$ cat src/common/pao_pkg.sv
// pao_pkg: shared constants for the port alternate function override block
// assumes: included before all rtl files of the block
package pao_pkg;
  // port width and spi pin positions on the second port
  localparam int PAO_PORT_W = 8;
  localparam int PAO_SCK_BIT = 7;
  localparam int PAO_MISO_BIT = 6;
  localparam int PAO_MOSI_BIT = 5;
  // reset values of the registered pad controls and synchronised pad levels
  localparam logic [7:0] PAO_RST_PULLUP = 8'h00;
  localparam logic [7:0] PAO_RST_DIR = 8'h00;
  localparam logic [7:0] PAO_RST_VALUE = 8'h00;
  localparam logic [7:0] PAO_RST_INEN = 8'hff;
  localparam logic [7:0] PAO_RST_DIN = 8'h00;
endpackage : pao_pkg

$ cat src/rtl/pao_pad_ctrl.sv
// pao_pad_ctrl: per-pin override resolution for one 8-bit port
// assumes: override pairs come from logic on the same clock
`timescale 1ns/100ps
module pao_pad_ctrl (
  // port registers and globals
  input wire logic [7:0] dir_bits,
  input wire logic [7:0] port_bits,
  input wire logic global_pullup_disable,
  input wire logic sleep_active,
  // override pairs
  input wire logic [7:0] pullup_override_enable,
  input wire logic [7:0] pullup_override_value,
  input wire logic [7:0] direction_override_enable,
  input wire logic [7:0] direction_override_value,
  input wire logic [7:0] value_override_enable,
  input wire logic [7:0] value_override_value,
  input wire logic [7:0] input_enable_override_enable,
  input wire logic [7:0] input_enable_override_value,
  // resolved pad controls
  output logic [7:0] pull_en,
  output logic [7:0] dir,
  output logic [7:0] value,
  output logic [7:0] in_en
);
  import pao_pkg::*;

  // one mux set per pin
  genvar i;
  generate
    for (i = 0; i < PAO_PORT_W; i++) begin : g_pin
      assign pull_en[i] = pullup_override_enable[i] ? pullup_override_value[i]
                       : (~dir_bits[i] & port_bits[i] & ~global_pullup_disable);
      assign dir[i] = direction_override_enable[i] ? direction_override_value[i] : dir_bits[i];
      assign value[i] = value_override_enable[i] ? value_override_value[i] : port_bits[i];
      assign in_en[i] = input_enable_override_enable[i] ? input_enable_override_value[i]
                      : ~sleep_active;
    end
  endgenerate
endmodule // pao_pad_ctrl

$ cat src/rtl/pao_port_override.sv
// pao_port_override: pad control override for the memory/pin-change port and the spi port
// assumes: control inputs are on clk; pad inputs are asynchronous and synchronised here
// Behaviour
// - first port pins carry bus bit n
// - memory interface owns first port pads
// - address in address phase, else write data
// - address phase flag marks address interval
// - pin-change enables force input enable on
// - pin input feeds read data and pin-change
// - spi clock on second port bit 7
// - slave forces clock pin to input
// - master clock direction follows register bit
// - master forces miso pin to input
// - slave miso direction follows register bit
// - slave forces mosi pin to input
// - master mosi direction follows register bit
// - forced spi inputs keep port pull-up control
// - override enable selects override value
// - global pull-up disable kills port pull-ups except on the first port while ext_mem_enable is set
`timescale 1ns/100ps
module pao_port_override (
  // clock and reset
  input wire logic clk,
  input wire logic rst,
  // globals
  input wire logic global_pullup_disable,
  input wire logic sleep_active,
  // first port registers
  input wire logic [7:0] first_port_dir_bits,
  input wire logic [7:0] first_port_output_bit,
  // memory interface
  input wire logic ext_mem_enable,
  input wire logic address_phase_active,
  input wire logic mem_write,
  input wire logic [7:0] mem_addr_low,
  input wire logic [7:0] mem_write_data,
  output logic [7:0] mem_read_data,
  // pin change
  input wire logic pin_change_group_enable,
  input wire logic [7:0] pin_change_enable_n,
  output logic [7:0] pin_change_input,
  // second port registers
  input wire logic [7:0] second_port_dir_bits,
  input wire logic [7:0] second_port_output_bits,
  // spi
  input wire logic spi_enable,
  input wire logic spi_master,
  input wire logic spi_clock_out,
  input wire logic spi_slave_data_out,
  input wire logic spi_master_data_out,
  output logic spi_clock_in,
  output logic spi_master_data_in,
  output logic spi_slave_data_in,
  // first port pads
  input wire logic [7:0] first_pad_in,
  output logic [7:0] first_pad_pullup,
  output logic [7:0] first_pad_oe,
  output logic [7:0] first_pad_out,
  output logic [7:0] first_pad_in_en,
  // second port pads
  input wire logic [7:0] second_pad_in,
  output logic [7:0] second_pad_pullup,
  output logic [7:0] second_pad_oe,
  output logic [7:0] second_pad_out,
  output logic [7:0] second_pad_in_en
);
  import pao_pkg::*;

  logic drive_phase;
  logic spi_as_master;
  logic spi_as_slave;
  // first port override pairs, one bit per pin
  logic [7:0] a_pullup_override_enable;
  logic [7:0] a_pullup_override_value;
  logic [7:0] a_direction_override_enable;
  logic [7:0] a_direction_override_value;
  logic [7:0] a_value_override_enable;
  logic [7:0] a_value_override_value;
  logic [7:0] a_input_enable_override_enable;
  logic [7:0] a_input_enable_override_value;
  // second port override pairs; only the three spi bits are ever set
  logic [7:0] b_pullup_override_enable;
  logic [7:0] b_pullup_override_value;
  logic [7:0] b_direction_override_enable;
  logic [7:0] b_direction_override_value;
  logic [7:0] b_value_override_enable;
  logic [7:0] b_value_override_value;
  logic [7:0] b_input_enable_override_enable;
  logic [7:0] b_input_enable_override_value;
  // resolved pad controls ahead of the output flops
  logic [7:0] a_pu;
  logic [7:0] a_dir;
  logic [7:0] a_val;
  logic [7:0] a_ie;
  logic [7:0] b_pu;
  logic [7:0] b_dir;
  logic [7:0] b_val;
  logic [7:0] b_ie;
  // pad levels after the two-flop synchronisers
  logic [7:0] first_din;
  logic [7:0] second_din;
  // registered pad controls, one flop set per concern
  logic [7:0] a_pu_reg;
  logic [7:0] a_dir_reg;
  logic [7:0] a_val_reg;
  logic [7:0] a_ie_reg;
  logic [7:0] b_pu_reg;
  logic [7:0] b_dir_reg;
  logic [7:0] b_val_reg;
  logic [7:0] b_ie_reg;

  // memory bus drives the pins in address phase or write
  assign drive_phase = mem_write | address_phase_active;

  // first port overrides, pin n is bus bit n
  assign a_pullup_override_enable = {PAO_PORT_W{ext_mem_enable}};
  assign a_pullup_override_value = {PAO_PORT_W{~drive_phase}} & first_port_output_bit;
  assign a_direction_override_enable = {PAO_PORT_W{ext_mem_enable}};
  assign a_direction_override_value = {PAO_PORT_W{drive_phase}};
  assign a_value_override_enable = {PAO_PORT_W{ext_mem_enable}};
  assign a_value_override_value = address_phase_active ? mem_addr_low
                : (mem_write_data & {PAO_PORT_W{mem_write}});
  assign a_input_enable_override_enable = {PAO_PORT_W{pin_change_group_enable}} & pin_change_enable_n;
  assign a_input_enable_override_value = 8'hff;

  // spi roles
  assign spi_as_master = spi_enable & spi_master;
  assign spi_as_slave = spi_enable & ~spi_master;

  // second port overrides: slave forces clock and mosi in, master forces miso in
  always_comb begin
    b_pullup_override_enable = 8'h00;
    b_pullup_override_value = 8'h00;
    b_direction_override_enable = 8'h00;
    b_direction_override_value = 8'h00;
    b_value_override_enable = 8'h00;
    b_value_override_value = 8'h00;
    b_input_enable_override_enable = 8'h00;
    b_input_enable_override_value = 8'h00;
    b_pullup_override_enable[PAO_SCK_BIT] = spi_as_slave;
    b_direction_override_enable[PAO_SCK_BIT] = spi_as_slave;
    b_value_override_enable[PAO_SCK_BIT] = spi_as_master;
    b_value_override_value[PAO_SCK_BIT] = spi_clock_out;
    b_pullup_override_enable[PAO_MISO_BIT] = spi_as_master;
    b_direction_override_enable[PAO_MISO_BIT] = spi_as_master;
    b_value_override_enable[PAO_MISO_BIT] = spi_as_slave;
    b_value_override_value[PAO_MISO_BIT] = spi_slave_data_out;
    b_pullup_override_enable[PAO_MOSI_BIT] = spi_as_slave;
    b_direction_override_enable[PAO_MOSI_BIT] = spi_as_slave;
    b_value_override_enable[PAO_MOSI_BIT] = spi_as_master;
    b_value_override_value[PAO_MOSI_BIT] = spi_master_data_out;
    // forced inputs keep the port bit pull-up, still gated by global disable
    b_pullup_override_value[PAO_SCK_BIT] = second_port_output_bits[PAO_SCK_BIT] & ~global_pullup_disable;
    b_pullup_override_value[PAO_MISO_BIT] = second_port_output_bits[PAO_MISO_BIT] & ~global_pullup_disable;
    b_pullup_override_value[PAO_MOSI_BIT] = second_port_output_bits[PAO_MOSI_BIT] & ~global_pullup_disable;
  end

  // first port resolution
  pao_pad_ctrl u_first (
    .dir_bits(first_port_dir_bits),
    .port_bits(first_port_output_bit),
    .global_pullup_disable(global_pullup_disable),
    .sleep_active(sleep_active),
    .pullup_override_enable(a_pullup_override_enable),
    .pullup_override_value(a_pullup_override_value),
    .direction_override_enable(a_direction_override_enable),
    .direction_override_value(a_direction_override_value),
    .value_override_enable(a_value_override_enable),
    .value_override_value(a_value_override_value),
    .input_enable_override_enable(a_input_enable_override_enable),
    .input_enable_override_value(a_input_enable_override_value),
    .pull_en(a_pu),
    .dir(a_dir),
    .value(a_val),
    .in_en(a_ie)
  );

  // second port resolution
  pao_pad_ctrl u_second (
    .dir_bits(second_port_dir_bits),
    .port_bits(second_port_output_bits),
    .global_pullup_disable(global_pullup_disable),
    .sleep_active(sleep_active),
    .pullup_override_enable(b_pullup_override_enable),
    .pullup_override_value(b_pullup_override_value),
    .direction_override_enable(b_direction_override_enable),
    .direction_override_value(b_direction_override_value),
    .value_override_enable(b_value_override_enable),
    .value_override_value(b_value_override_value),
    .input_enable_override_enable(b_input_enable_override_enable),
    .input_enable_override_value(b_input_enable_override_value),
    .pull_en(b_pu),
    .dir(b_dir),
    .value(b_val),
    .in_en(b_ie)
  );

  // pad controls are registered so every pad control output comes from a flop;
  // this costs one cycle of latency but keeps mux glitches off the pads
  // first port pull-up enables; reset leaves every pull-up off
  always_ff @(posedge clk) begin
    if (rst) begin
      a_pu_reg <= PAO_RST_PULLUP;
    end else begin
      a_pu_reg <= a_pu;
    end
  end

  // first port output enables; reset keeps every pin an input
  always_ff @(posedge clk) begin
    if (rst) begin
      a_dir_reg <= PAO_RST_DIR;
    end else begin
      a_dir_reg <= a_dir;
    end
  end

  // first port output values
  always_ff @(posedge clk) begin
    if (rst) begin
      a_val_reg <= PAO_RST_VALUE;
    end else begin
      a_val_reg <= a_val;
    end
  end

  // first port input enables; open in reset, but pins read back two cycles after reset through the synchronisers
  always_ff @(posedge clk) begin
    if (rst) begin
      a_ie_reg <= PAO_RST_INEN;
    end else begin
      a_ie_reg <= a_ie;
    end
  end

  // second port pull-up enables
  always_ff @(posedge clk) begin
    if (rst) begin
      b_pu_reg <= PAO_RST_PULLUP;
    end else begin
      b_pu_reg <= b_pu;
    end
  end

  // second port output enables
  always_ff @(posedge clk) begin
    if (rst) begin
      b_dir_reg <= PAO_RST_DIR;
    end else begin
      b_dir_reg <= b_dir;
    end
  end

  // second port output values
  always_ff @(posedge clk) begin
    if (rst) begin
      b_val_reg <= PAO_RST_VALUE;
    end else begin
      b_val_reg <= b_val;
    end
  end

  // second port input enables
  always_ff @(posedge clk) begin
    if (rst) begin
      b_ie_reg <= PAO_RST_INEN;
    end else begin
      b_ie_reg <= b_ie;
    end
  end

  assign first_pad_pullup = a_pu_reg;
  assign first_pad_oe = a_dir_reg;
  assign first_pad_out = a_val_reg;
  assign first_pad_in_en = a_ie_reg;
  assign second_pad_pullup = b_pu_reg;
  assign second_pad_oe = b_dir_reg;
  assign second_pad_out = b_val_reg;
  assign second_pad_in_en = b_ie_reg;

  // pad inputs synchronised before any use
  pao_sync2 u_sync_first (
    .clk(clk),
    .rst(rst),
    .d(first_pad_in),
    .q(first_din)
  );

  pao_sync2 u_sync_second (
    .clk(clk),
    .rst(rst),
    .d(second_pad_in),
    .q(second_din)
  );

  // digital input, clamped when input enable is off, feeds both consumers
  assign mem_read_data = first_din & a_ie_reg;
  assign pin_change_input = first_din & a_ie_reg;
  assign spi_clock_in = second_din[PAO_SCK_BIT] & b_ie_reg[PAO_SCK_BIT];
  assign spi_master_data_in = second_din[PAO_MISO_BIT] & b_ie_reg[PAO_MISO_BIT];
  assign spi_slave_data_in = second_din[PAO_MOSI_BIT] & b_ie_reg[PAO_MOSI_BIT];
endmodule // pao_port_override

$ cat src/rtl/pao_sync2.sv
// pao_sync2: two-flop synchroniser for a bus of pin levels
// assumes: single clock, synchronous active-high reset
`timescale 1ns/100ps
module pao_sync2 (
  // clock and reset
  input wire logic clk,
  input wire logic rst,
  // data
  input wire logic [7:0] d,
  output logic [7:0] q
);
  import pao_pkg::*;
  logic [7:0] meta_reg;
  logic [7:0] q_reg;

  // first stage read only by second stage
  always_ff @(posedge clk) begin
    if (rst) begin
      meta_reg <= PAO_RST_DIN;
      q_reg <= PAO_RST_DIN;
    end else begin
      meta_reg <= d;
      q_reg <= meta_reg;
    end
  end
  assign q = q_reg;
endmodule // pao_sync2

$ cat config.mk
export PLATFORM = sky130hd
export DESIGN_NAME = pao_port_override
export DESIGN_NICKNAME = d
export VERILOG_FILES = /design/src/common/pao_pkg.sv /design/src/rtl/pao_pad_ctrl.sv /design/src/rtl/pao_port_override.sv /design/src/rtl/pao_sync2.sv
export SDC_FILE = /design/constraint.sdc
export NUM_CORES = 1
export LEC_CHECK = 0
export BUFFER_PORTS_ARGS = -buffer_cell sky130_fd_sc_hd__buf_2
export CAP_MARGIN = 20
export CORE_MARGIN = 2
export CORE_UTILIZATION = 52
export DETAILED_ROUTE_END_ITERATION = 7
export PLACE_DENSITY_LB_ADDON = 0.2
export SYNTH_ARGS = -nofsm -noshare
export SYNTH_HDL_FRONTEND = slang
export SYNTH_HIERARCHICAL = 1
export SYNTH_SLANG_ARGS = --single-unit
export TNS_END_PERCENT = 50
$ cat constraint.sdc
create_clock -name clk -period 1.6 [get_ports clk]
set_input_delay 0.08 -clock clk [delete_from_list [all_inputs] [get_ports clk]]
set_output_delay 0.08 -clock clk [all_outputs]
set_load 0.05 [all_outputs]
==> flow_summary.json <==
{
  "min_path_cells": 3,
  "tightest_slew_ns": 0.547,
  "routed.top_layer": "met4",
  "nFillCells": 504,
  "portBuffers": 162,
  "leakage_uw": 0.00252,
  "coreArea_mm2": 0.00679,
  "first_pass_iters": 4,
  "fin_skew_ns": 0.00667,
  "cts_tree": "yes",
  "drive_gt1_frac": 0.381,
  "outcome": "completed",
  "via_per_inst": 4.27,
  "timing.rr.end": "u_sync_first/q[1]",
  "wl_um": 7470,
  "cts_resized": 0,
  "finalNetCount": 694,
  "vias": 3030,
  "hold_viol": 0,
  "min_period_ns": 1.15,
  "yosysWarnings": 6,
  "timing.rr.start": "u_sync_first/meta_reg[1]",
  "die_w_um": 87.6,
  "relSlewSlack": 0.635,
  "cts_sinks": 86,
  "crit_chain": "and2_1 -> buf_2",
  "arrival_ns": 1.07,
  "globalRouteOverflowTotal": 0,
  "cp_max_fo": 2,
  "wl_per_cell_um": 10.5,
  "path_buf_inv": 1,
  "fin_crit_sh": 0.721,
  "track_usage": 0.190,
  "initial_core_util": 0.535,
  "peakVddDrop_mv": 0.611,
  "p_total_uw": 4730,
  "critPathRequiredTime_ns": 1.52,
  "setup_ws_ns": 0.446,
  "wirelength_met1_um": 2920,
  "wl_met3_um": 595,
  "cts_max_path_buffers": 2,
  "drtIter0Drc": 38,
  "critPathLaunchType": "flip-flop",
  "max_freq_mhz": 866,
  "ios": 168,
  "critPathCaptureType": "primary output",
  "hold-worst-slack_ns": 0.0529,
  "hpwlAfterDp_um": 5640,
  "rsz0062_at_grt": "no",
  "post-place-ws_ns": 0.419,
  "final_cell_mix": "buf_2, dfxtp_1, conb_1",
  "grt_pass1_vias": 2718,
  "synth_area_mm2": 0.00363,
  "critical-path-top-delay-family": "flip-flops",
  "r2r.worst_path.cells": 1,
  "fp.dieH_um": 87.6,
  "postSynthCellCount": 368,
  "setup_violations": 0,
  "detail-route-antenna-nets": 0,
  "drv_slew": 0,
  "grt_pass1_wl_um": 11400,
  "layout_commonest_cell": "buf_2",
  "cpMaxStageDelayCell": "dfxtp_1",
  "antenna_found_initial": 0,
  "route.met2.wl_um": 3780,
  "slowest_delay_ns": 0.33,
  "cap_violations": 0,
  "grt_max_degree": 45,
  "numCtsBuffers": 9,
  "dpl_cell_area_mm2": 0.00472,
  "syn_avg_cell_area_um2": 9.87,
  "worstHoldEndpoint": "second_pad_pullup[1]",
  "area_delta_synth_final_pct": 38.0,
  "die-area_mm2": 0.00767,
  "cts.clk_slew.worst_paths_ns": 0.09,
  "postCtsSetupBuffers": 0,
  "placementRows": 30,
  "design_area_mm2": 0.00501,
  "path_class": "reg -> out",
  "place.gp.congestion": 0.763,
  "reg2reg_slack_ns": 1.02,
  "clock_latency_ns": 0.34,
  "root_buffer": "clkbuf_8",
  "fin_tns_setup_ns": 0,
  "cts.htree.levels": 3,
  "hp-start": "second_port_dir_bits[1]",
  "postCtsHoldBufs": 11,
  "diodes": 0,
  "drc": 0,
  "hp-class": "in -> reg",
  "power.density_mw_per_mm2": 942
}
[area by class of cell]
class                      instances  area, µm²  share of cell area
timing repair buffer             178        983               0.196
tap                               96        120              0.0240
clock inverter                     6       53.8              0.0107
clock buffer                      10        128              0.0254
inverter                          17       63.8              0.0127
sequential                        86       1720               0.343
multi-input combinational        317       1940               0.388
[report_power, final]
part,internal [µW],total [µW],switching [µW]
registers,2260,2290,29.3
logic,356,1050,694
clock network,595,1380,789
total,3210,4730,1510
[worst max-delay path by stage]
| stage | startpoint | end | slack (ns) | cells after the start |
|---|---|---|---|---|
| after floorplan | first_pad_in_en[0] | pin_change_input[0] | 0.10 | 2 |
| after global placement | address_phase_active | first_pad_oe[0] | 0.46 | 5 |
| after detailed placement | address_phase_active | first_pad_oe[1] | 0.42 | 5 |
| after CTS | first_pad_in_en[6] | mem_read_data[6] | 0.44 | 2 |
| after global routing | first_pad_in_en[0] | mem_read_data[0] | 0.38 | 2 |
| final | first_pad_in_en[1] | pin_change_input[1] | 0.45 | 2 |
[tightest hold or removal path, delay by kind of cell]
kind	cells	cell delay, ns
AOI/OAI and AO/OA	1	0.06
and+or+nand+nor	1	0.11
buffers and inverters	1	0.10
[per-layer routing]
| metal | track usage | up-vias |
|---|---|---|
| met5 | 0 | - |
| met4 | 0.0923 | 0 |
| met3 | 0.0650 | 15 |
| met2 | 0.333 | 102 |
| met1 | 0.206 | 1313 |
| li1 | - | 1600 |
[metrics by stage]
step	cells	utilization
2_1_floorplan	441	-
6_report	710	0.738
3_5_place_dp	683	0.695
4_1_cts	710	0.738
3_3_place_gp	683	0.695
5_1_grt	710	0.738
No activity file was read; power rests on OpenSTA's default activity.
